**src/inc/spisf_defines.vh**
```
// Constants for the serial status and event-flag block.
`ifndef SPISF_DEFINES_VH
`define SPISF_DEFINES_VH
`define SPISF_WIDTH_BITS   5
`define SPISF_WIDTH_FULL   6'h20
`define SPISF_WIDTH_ZERO   5'h00
`define SPISF_CNT_BITS     6
`define SPISF_CNT_ZERO     6'h00
`define SPISF_CNT_ONE      6'h01
`define SPISF_POL_LOW      1'b0
`define SPISF_IDLE_SCLK    1'b0
`define SPISF_IDLE_CS      1'b1
`endif

```
**src/rtl/spisf_status_flags.v**
```verilog
// Status and event-flag logic of the serial controller, slave and master busy conditions.
`timescale 1ns/1ps
`include "spisf_defines.vh"

module spisf_status_flags (
  // Clock and reset.
  input  wire                         core_clk,
  input  wire                         nrst,
  // Configuration.
  input  wire                         ctlEnable,
  input  wire                         slaveMode,
  input  wire                         chip_select_polarity,
  input  wire [`SPISF_WIDTH_BITS-1:0] data_width_setting,
  input  wire                         receive_only_select,
  // Transfer engine status, same clock.
  input  wire                         tx_fifo_empty,
  input  wire                         txShiftBusy,
  input  wire                         txUnderflow,
  input  wire                         masterXferActive,
  input  wire                         unitDone,
  // Serial pins, asynchronous.
  input  wire                         serialClkPin,
  input  wire                         chipSelectPin,
  // Write-one-to-clear strobes.
  input  wire                         clrUnderrun,
  input  wire                         clrBitcountError,
  input  wire                         clrDeassert,
  input  wire                         clrAssert,
  input  wire                         clrTransferDone,
  // Status outputs.
  output reg                          slave_tx_underrun_flag,
  output reg                          slave_bitcount_error_flag,
  output reg                          chip_select_level,
  output reg                          chip_select_deassert_flag,
  output reg                          chip_select_assert_flag,
  output reg                          transfer_done_flag,
  output reg                          busy
);

  reg                        sclkMeta_r;
  reg                        sclkSync_r;
  reg                        sclkPrev_r;
  reg                        csMeta_r;
  reg                        csSync_r;
  reg                        csActPrev_r;
  reg                        underflowSeen_r;
  reg [`SPISF_CNT_BITS-1:0]  bitCount_r;
  reg                        sclkSeen_r;
  reg                        slaveClkBusy_r;

  wire csActive;
  wire csRise;
  wire csFall;
  wire sclkEdge;
  wire widthMatch;
  wire busyNxt;
  wire busyFifo;
  wire busyMasterXfer;
  wire busyRxOnly;
  wire busySlaveClk;
  wire busySlaveData;
  wire underrunSet;
  wire bitErrorSet;
  wire deassertSet;
  wire assertSet;

  reg [`SPISF_CNT_BITS-1:0]  bitCount_nxt;
  reg                        sclkSeen_nxt;
  reg                        underflowSeen_nxt;
  reg                        slaveClkBusy_nxt;

  // Data width setting converted to a bit count; zero stands for a full word.
  function [`SPISF_CNT_BITS-1:0] unitBits;
    input [`SPISF_WIDTH_BITS-1:0] w;
    begin
      if (w == `SPISF_WIDTH_ZERO) begin
        unitBits = `SPISF_WIDTH_FULL;
      end else begin
        unitBits = {1'b0, w};
      end
    end
  endfunction

  // Sticky flag update: a set in the same cycle as a write-one clear wins.
  function flagNext;
    input cur;
    input setEv;
    input clrEv;
    begin
      if (setEv) begin
        flagNext = 1'b1;
      end else if (clrEv) begin
        flagNext = 1'b0;
      end else begin
        flagNext = cur;
      end
    end
  endfunction

  // Active-low polarity treats a high line as deselected.
  assign csActive = (chip_select_polarity == `SPISF_POL_LOW) ? ~csSync_r : csSync_r;
  assign csRise   = csActive & ~csActPrev_r;
  assign csFall   = ~csActive & csActPrev_r;
  assign sclkEdge = sclkSync_r & ~sclkPrev_r;
  assign widthMatch = (bitCount_r == unitBits(data_width_setting));

  // Select events and the checks made at deselect exist only in slave mode.
  assign underrunSet = slaveMode & csFall & (underflowSeen_r | txUnderflow);
  assign bitErrorSet = slaveMode & csFall & (~widthMatch | ~sclkSeen_r);
  assign deassertSet = slaveMode & csFall;
  assign assertSet   = slaveMode & csRise;

  // Busy conditions; with none of them true the block reports idle.
  assign busyFifo       = ~tx_fifo_empty;
  assign busyMasterXfer = ~slaveMode & masterXferActive;
  assign busyRxOnly     = ~slaveMode & receive_only_select;
  assign busySlaveClk   = slaveMode & slaveClkBusy_r;
  assign busySlaveData  = slaveMode & txShiftBusy;
  assign busyNxt = ctlEnable & (busyFifo | busyMasterXfer | busyRxOnly
                   | busySlaveClk | busySlaveData);

  // Bit counter restarts at each selection and wraps after each full unit.
  always @* begin
    bitCount_nxt = bitCount_r;
    sclkSeen_nxt = sclkSeen_r;
    if (csRise) begin
      bitCount_nxt = `SPISF_CNT_ZERO;
      sclkSeen_nxt = 1'b0;
    end else if (csActive && sclkEdge) begin
      sclkSeen_nxt = 1'b1;
      if (widthMatch) begin
        bitCount_nxt = `SPISF_CNT_ONE;
      end else begin
        bitCount_nxt = bitCount_r + `SPISF_CNT_ONE;
      end
    end
  end

  // An underflow is remembered until the slave is next deselected.
  always @* begin
    underflowSeen_nxt = underflowSeen_r;
    if (!slaveMode || csFall) begin
      underflowSeen_nxt = 1'b0;
    end else if (txUnderflow) begin
      underflowSeen_nxt = 1'b1;
    end
  end

  // Clock activity while selected counts as busy until deselect.
  always @* begin
    if (csActive && sclkEdge) begin
      slaveClkBusy_nxt = 1'b1;
    end else begin
      slaveClkBusy_nxt = csActive & slaveClkBusy_r;
    end
  end

  // Two flip-flops bring the serial clock pin into the core clock domain.
  always @(posedge core_clk) begin
    if (!nrst) begin
      sclkMeta_r <= `SPISF_IDLE_SCLK;
      sclkSync_r <= `SPISF_IDLE_SCLK;
    end else begin
      sclkMeta_r <= serialClkPin;
      sclkSync_r <= sclkMeta_r;
    end
  end

  // Previous synchronised clock level, for rising-edge detection.
  always @(posedge core_clk) begin
    if (!nrst) begin
      sclkPrev_r <= `SPISF_IDLE_SCLK;
    end else begin
      sclkPrev_r <= sclkSync_r;
    end
  end

  // Chip-select is synchronised alike; the edge history follows it in reset.
  always @(posedge core_clk) begin
    if (!nrst) begin
      csMeta_r    <= `SPISF_IDLE_CS;
      csSync_r    <= `SPISF_IDLE_CS;
      csActPrev_r <= csActive;
    end else begin
      csMeta_r    <= chipSelectPin;
      csSync_r    <= csMeta_r;
      csActPrev_r <= csActive;
    end
  end

  // Line level as seen after synchronisation.
  always @(posedge core_clk) begin
    if (!nrst) begin
      chip_select_level <= `SPISF_IDLE_CS;
    end else begin
      chip_select_level <= csSync_r;
    end
  end

  // Bits clocked in the current unit and whether any clock came at all.
  always @(posedge core_clk) begin
    if (!nrst) begin
      bitCount_r <= `SPISF_CNT_ZERO;
      sclkSeen_r <= 1'b0;
    end else begin
      bitCount_r <= bitCount_nxt;
      sclkSeen_r <= sclkSeen_nxt;
    end
  end

  // Underflow memory for the current selection.
  always @(posedge core_clk) begin
    if (!nrst) begin
      underflowSeen_r <= 1'b0;
    end else begin
      underflowSeen_r <= underflowSeen_nxt;
    end
  end

  // Slave clock activity memory.
  always @(posedge core_clk) begin
    if (!nrst) begin
      slaveClkBusy_r <= 1'b0;
    end else begin
      slaveClkBusy_r <= slaveClkBusy_nxt;
    end
  end

  // Registered busy indication.
  always @(posedge core_clk) begin
    if (!nrst) begin
      busy <= 1'b0;
    end else begin
      busy <= busyNxt;
    end
  end

  // Underrun flag.
  always @(posedge core_clk) begin
    if (!nrst) begin
      slave_tx_underrun_flag <= 1'b0;
    end else begin
      slave_tx_underrun_flag <= flagNext(slave_tx_underrun_flag, underrunSet, clrUnderrun);
    end
  end

  // Bit-count error flag.
  always @(posedge core_clk) begin
    if (!nrst) begin
      slave_bitcount_error_flag <= 1'b0;
    end else begin
      slave_bitcount_error_flag <= flagNext(slave_bitcount_error_flag, bitErrorSet,
                                            clrBitcountError);
    end
  end

  // Deselect event flag.
  always @(posedge core_clk) begin
    if (!nrst) begin
      chip_select_deassert_flag <= 1'b0;
    end else begin
      chip_select_deassert_flag <= flagNext(chip_select_deassert_flag, deassertSet, clrDeassert);
    end
  end

  // Select event flag.
  always @(posedge core_clk) begin
    if (!nrst) begin
      chip_select_assert_flag <= 1'b0;
    end else begin
      chip_select_assert_flag <= flagNext(chip_select_assert_flag, assertSet, clrAssert);
    end
  end

  // Unit transfer done flag.
  always @(posedge core_clk) begin
    if (!nrst) begin
      transfer_done_flag <= 1'b0;
    end else begin
      transfer_done_flag <= flagNext(transfer_done_flag, unitDone, clrTransferDone);
    end
  end

endmodule // spisf_status_flags

```
**config.mk**
```make
export PLATFORM = sky130hd
export DESIGN_NAME = spisf_status_flags
export DESIGN_NICKNAME = d
export VERILOG_FILES = /design/src/rtl/spisf_status_flags.v
export VERILOG_INCLUDE_DIRS = /design/src /design/src/inc
export SDC_FILE = /design/constraint.sdc
export NUM_CORES = 1
export LEC_CHECK = 0
export ABC_AREA = 1
export BUFFER_PORTS_ARGS = -buffer_cell sky130_fd_sc_hd__buf_2
export CORE_MARGIN = 4
export CORE_UTILIZATION = 49
export CTS_CLUSTER_DIAMETER = 40
export DETAILED_ROUTE_END_ITERATION = 8
export GPL_TIMING_DRIVEN = 0
export PLACE_DENSITY = 0.77
export SYNTH_ARGS = -nofsm -noshare
export SYNTH_HDL_FRONTEND = slang
export SYNTH_SLANG_ARGS = --single-unit
export TNS_END_PERCENT = 50
```
**constraint.sdc**
```tcl
create_clock -name core_clk -period 1.5 [get_ports core_clk]
set_input_delay 0.3 -clock core_clk [delete_from_list [all_inputs] [get_ports core_clk]]
set_output_delay 0.3 -clock core_clk [all_outputs]
set_load 0.01 [all_outputs]
```
---- After elaboration in Yosys (flattened, before gate mapping) ----
Cells that the tools add are included.
operators by class
  add/sub/neg operators ................... 1
  reduce and logical (&&, ||, !) cells .... 11
  equal/unequal tests ..................... 1
  bitwise logic cells ..................... 28
  muxes and demuxes ....................... 14
operator list
  operator               count
  $and A1 B1 Y1          13
  $mux W1                12
  $mux W6                2
  $reduce_bool A2 Y1     5
  $not A1 Y1             9
  $add A6 B1 Y6 const B  1
  $eq A6 B6 Y1           1
  $or A1 B1 Y1           6
  $logic_not A5 Y1       1
  $reduce_or A2 Y1       2
  $logic_and A1 B1 Y1    1
  $logic_not A1 Y1       1
  $logic_or A1 B1 Y1     1
word-level totals
  input bits .............................. 23
  output and inout bits ................... 7
  register bits ........................... 22

---- Depth between registers and ports, before layout ----
  depth after elaboration ................. 7
  gate-level depth with buffers ........... 9
  gate-level depth less buffers ........... 9

---- Worst setup path after synthesis ----
No wires, ideal clock.
  path type ............................... flip-flop to flip-flop
  start point ............................. register bitCount_r[0]
  end point ............................... register bitCount_r[1]
  setup slack ............................. 0.376 ns
  cell stages (with the launch flop) ...... 10
  library setup time ...................... 0.117 ns
  buffers on the path ..................... 0
  period minus slack after synthesis ...... 1.124 ns
  arrival time ............................ 1.007 ns
  cells stage by stage .................... dfxtp_1 > inv_1 > nand2_1 > nand2_1 > nor2_1 > nand2_1 > nor2_2 > nand2_2 > o21ai_4 > nor2_1
on the way
  longest elaborated chain between the ends .. 2
  elaborated cells on any way between the ends .. 3
  classes of those cells .................. add/sub: 1; eq/ne: 1; mux: 1
RTL lines
  element                                                                RTL line                  text
  start: declaration                                                     spisf_status_flags.v:47   reg [`SPISF_CNT_BITS-1:0] bitCount_r;
  start signal: assignment                                               spisf_status_flags.v:203  bitCount_r <= `SPISF_CNT_ZERO;
  start signal: assignment                                               spisf_status_flags.v:206  bitCount_r <= bitCount_nxt;
  $add A6 B1 Y6 (no source line) / $eq A6 B6 Y1 (equally long branches)  n/a
  $mux W6 *                                                              spisf_status_flags.v:131  if (widthMatch) begin
Every way passes the cells marked *; elsewhere a longest branch is shown, timed or not.
A chain may end at the register's enable or synchronous reset.

---- Worst setup path after layout ----
  start point ............................. register bitCount_r[0]
  end point ............................... register bitCount_r[3]
Same word-level chain as after synthesis.

==> reports/qor.yml <==
finalCritPeriodShare: 0.8751
final_nets: 187
relSlewSlack: 0.8508
core_um2: 1802
end_kind: "flop"
cts.sinks: 22
p_leak_nw: 0.6025
drt_pass1_iterations: 4
worst_slew_pin_slew_ps: 223.6
crit_family: "simple AND/OR/NAND/NOR gates"
fp.dieW_um: 52.74
post_cts_buffers: 0
via_per_inst: 4.679
synth_top_family_by_area: "simple AND/OR/NAND/NOR gates"
hold_path_class: "primary input to flop"
cts_tree: "yes"
largest_register_ffs: 6
port_buffers: 28
grt_pass1_wl_um: 2987
clock_path_buffers: 2
worstSetupStartpointType: "flop"
synth_top_area_frac: 0.4490
synth.cell_area_um2: 980.9
ctsHoldBuffers: 0
path_buf_inv: 1
setup-violations-final: 0
synth.area.top_cells: "dfxtp_1 45%, inv_1 9.9%, nand2_1 9.9%"
drive_gt1_frac: 0.2716
synthXorXnorAreaFrac: 0.04464
arrival_ps: 1510
antenna_found_initial: 0
place_congestion: 0.7788
path_cells: "inv_1 > nand2_1 > nand2_1 > nor2_1 > nand2_1 > nor2_2 > nand2_2 > o21ai_4 > nor2_1"
critPathRequiredTime_ps: 1700
grt_max_degree: 13
initial_utilization: 0.5444
outcome: "finished clean"
ctsResizeCount: 0
ios: 30
clk_latency_ps: 300
syn-num-nets: 154
grt-ovfl-total: 0
syn_to_final_growth_pct: 21.17
clkTransAtPathRegs_ps: 120
totalWireLength_um: 1873
max_cap_viol_count: 0
drt_iter0_drc: 21
critPathMaxFanout: 6
synth-seq-cells: 22
irDropWorstVdd_uv: 893.0
synthFlopType: "dfxtp_1"
hpwl_um: 1491
ys_top_cells_by_count: "26 x inv_1, 26 x nand2_1, 22 x dfxtp_1, 15 x nor2_1, 8 x nand3_1"
yosys_warnings: 0
worstSetupPathType: "flop to flop"
holdWs_ps: 171.8
numCtsBuffers: 3
hold_violations: 0
synth_compound_area_frac: 0.1020
yosysTopAreaCell: "dfxtp_1"
drc: 0
synth-edff-count: 0
top_register: "bitCount_r"
num_vias: 875
htreeDepth: 1
synth.distinct_cells: 24
synthesis.area_per_instance_um2: 7.546
fin_skew_ps: 2.047
dpl_worst_slack_ps: 196.6
grt_pass1_vias: 776
wl_per_cell_um: 10.02
ant_nets: 0
design.die.area_um2: 2782
crit_slowest_cell: "dfxtp_1"
row_count: 15
grt_usage: 0.1479
synthMuxAreaShare: 0
maxSlewViolCount: 0
yosys.area_share.simple: 0.2870
path_common_cell: "nand2_1"
syn_inst: 130
finalSetupTns_ps: 0
ys_async_sr_fraction: 0
root_buffer: "clkbuf_4"
dieHeight_um: 52.74
slowest_delay_ps: 440
rsz0062_at_grt: "false"
n_antenna_cell: 0
seq_area_frac_synth: 0.4490
fin_crit_ps: 1313
synthAdderAreaFrac: 0.01276
max_freq_ghz: 0.7618
powerDensity_nw_per_um2: 888.5
setup_slack_ps: 187.3
-- cell type report --
cell class / count / area [um^2]
Multi-Input combinational cell: 81 / 437.9
Fill cell: 151 / 613.1
Sequential cell: 22 / 440.4
Clock buffer: 4 / 36.28
Inverter: 26 / 97.59
Tap cell: 25 / 31.28
Timing Repair Buffer: 28 / 140.1
Buffer: 1 / 5.005
-- metal layers --
layer / up-vias / GRT usage / share of wire
met1: 381 / 0.1696 / 0.42
met3: 6 / 0.03704 / 0.058
met5: - / 0 / 0
met2: 24 / 0.2397 / 0.49
met4: 0 / 0.09787 / 0.031
li1: 464 / - / -
-- through the flow --
step | area, um^2 | util | power (mW) | instances
floorplan | 980.9 | - | 0.6964 | 130
global placement | 1152 | 0.6396 | 0.7427 | 183
detailed placement | 1152 | 0.6396 | 0.7476 | 183
CTS | 1189 | 0.6597 | 1.071 | 187
global route | 1189 | 0.6597 | 1.104 | 187
finish | 1189 | 0.6597 | 1.056 | 187
-- cell families (layout without fill, tap and decap cells) --
group	count (synthesis)	in the layout
and+or+nand+nor	60	60
buffers and inverters	27	59
DFF	22	22
AOI/OAI and AO/OA	15	15
xor gates and xnor gates	5	5
adders and majority gates	1	1
-- power breakdown --
| group | switching, mW | internal (mW) |
|---|---|---|
| logic | 0.0673 | 0.0540 |
| registers | 0.00887 | 0.605 |
| clock network | 0.174 | 0.148 |
| total | 0.250 | 0.806 |
-- worst reg2reg max path, stage by stage, from the launching register on --
cell and delay, ps:
dfxtp_1 440, inv_1 60, nand2_1 60, nand2_1 40, nor2_1 80, nand2_1 60, nor2_2 130, nand2_2 90
o21ai_4 190, nor2_1 70
-- cell usage in the layout, fill, tap and decap left out, types with 3 or more instances in the layout --
cell type	Yosys	final
a21oi_1	3	3
buf_2	1	29
clkbuf_4	0	3
dfxtp_1	22	22
inv_1	26	26
nand2_1	26	26
nand3_1	8	8
nor2_1	15	15
o21ai_0	6	6
xnor2_1	3	3
-- worst paths after layout --
check                              from                         end  slack, ps  cells after the start
max reg2reg  bitCount_r[0]$_SDFFE_PP0P_  bitCount_r[3]$_SDFFE_PP0P_        190                      9
max          bitCount_r[0]$_SDFFE_PP0P_  bitCount_r[3]$_SDFFE_PP0P_        190                      9
min reg2reg       sclkMeta_r$_SDFF_PN0_       sclkSync_r$_SDFF_PN0_        430                      2
min                       chipSelectPin         csMeta_r$_SDFF_PN1_        170                      2
Note: power is estimated with default switching activity, not from simulation.
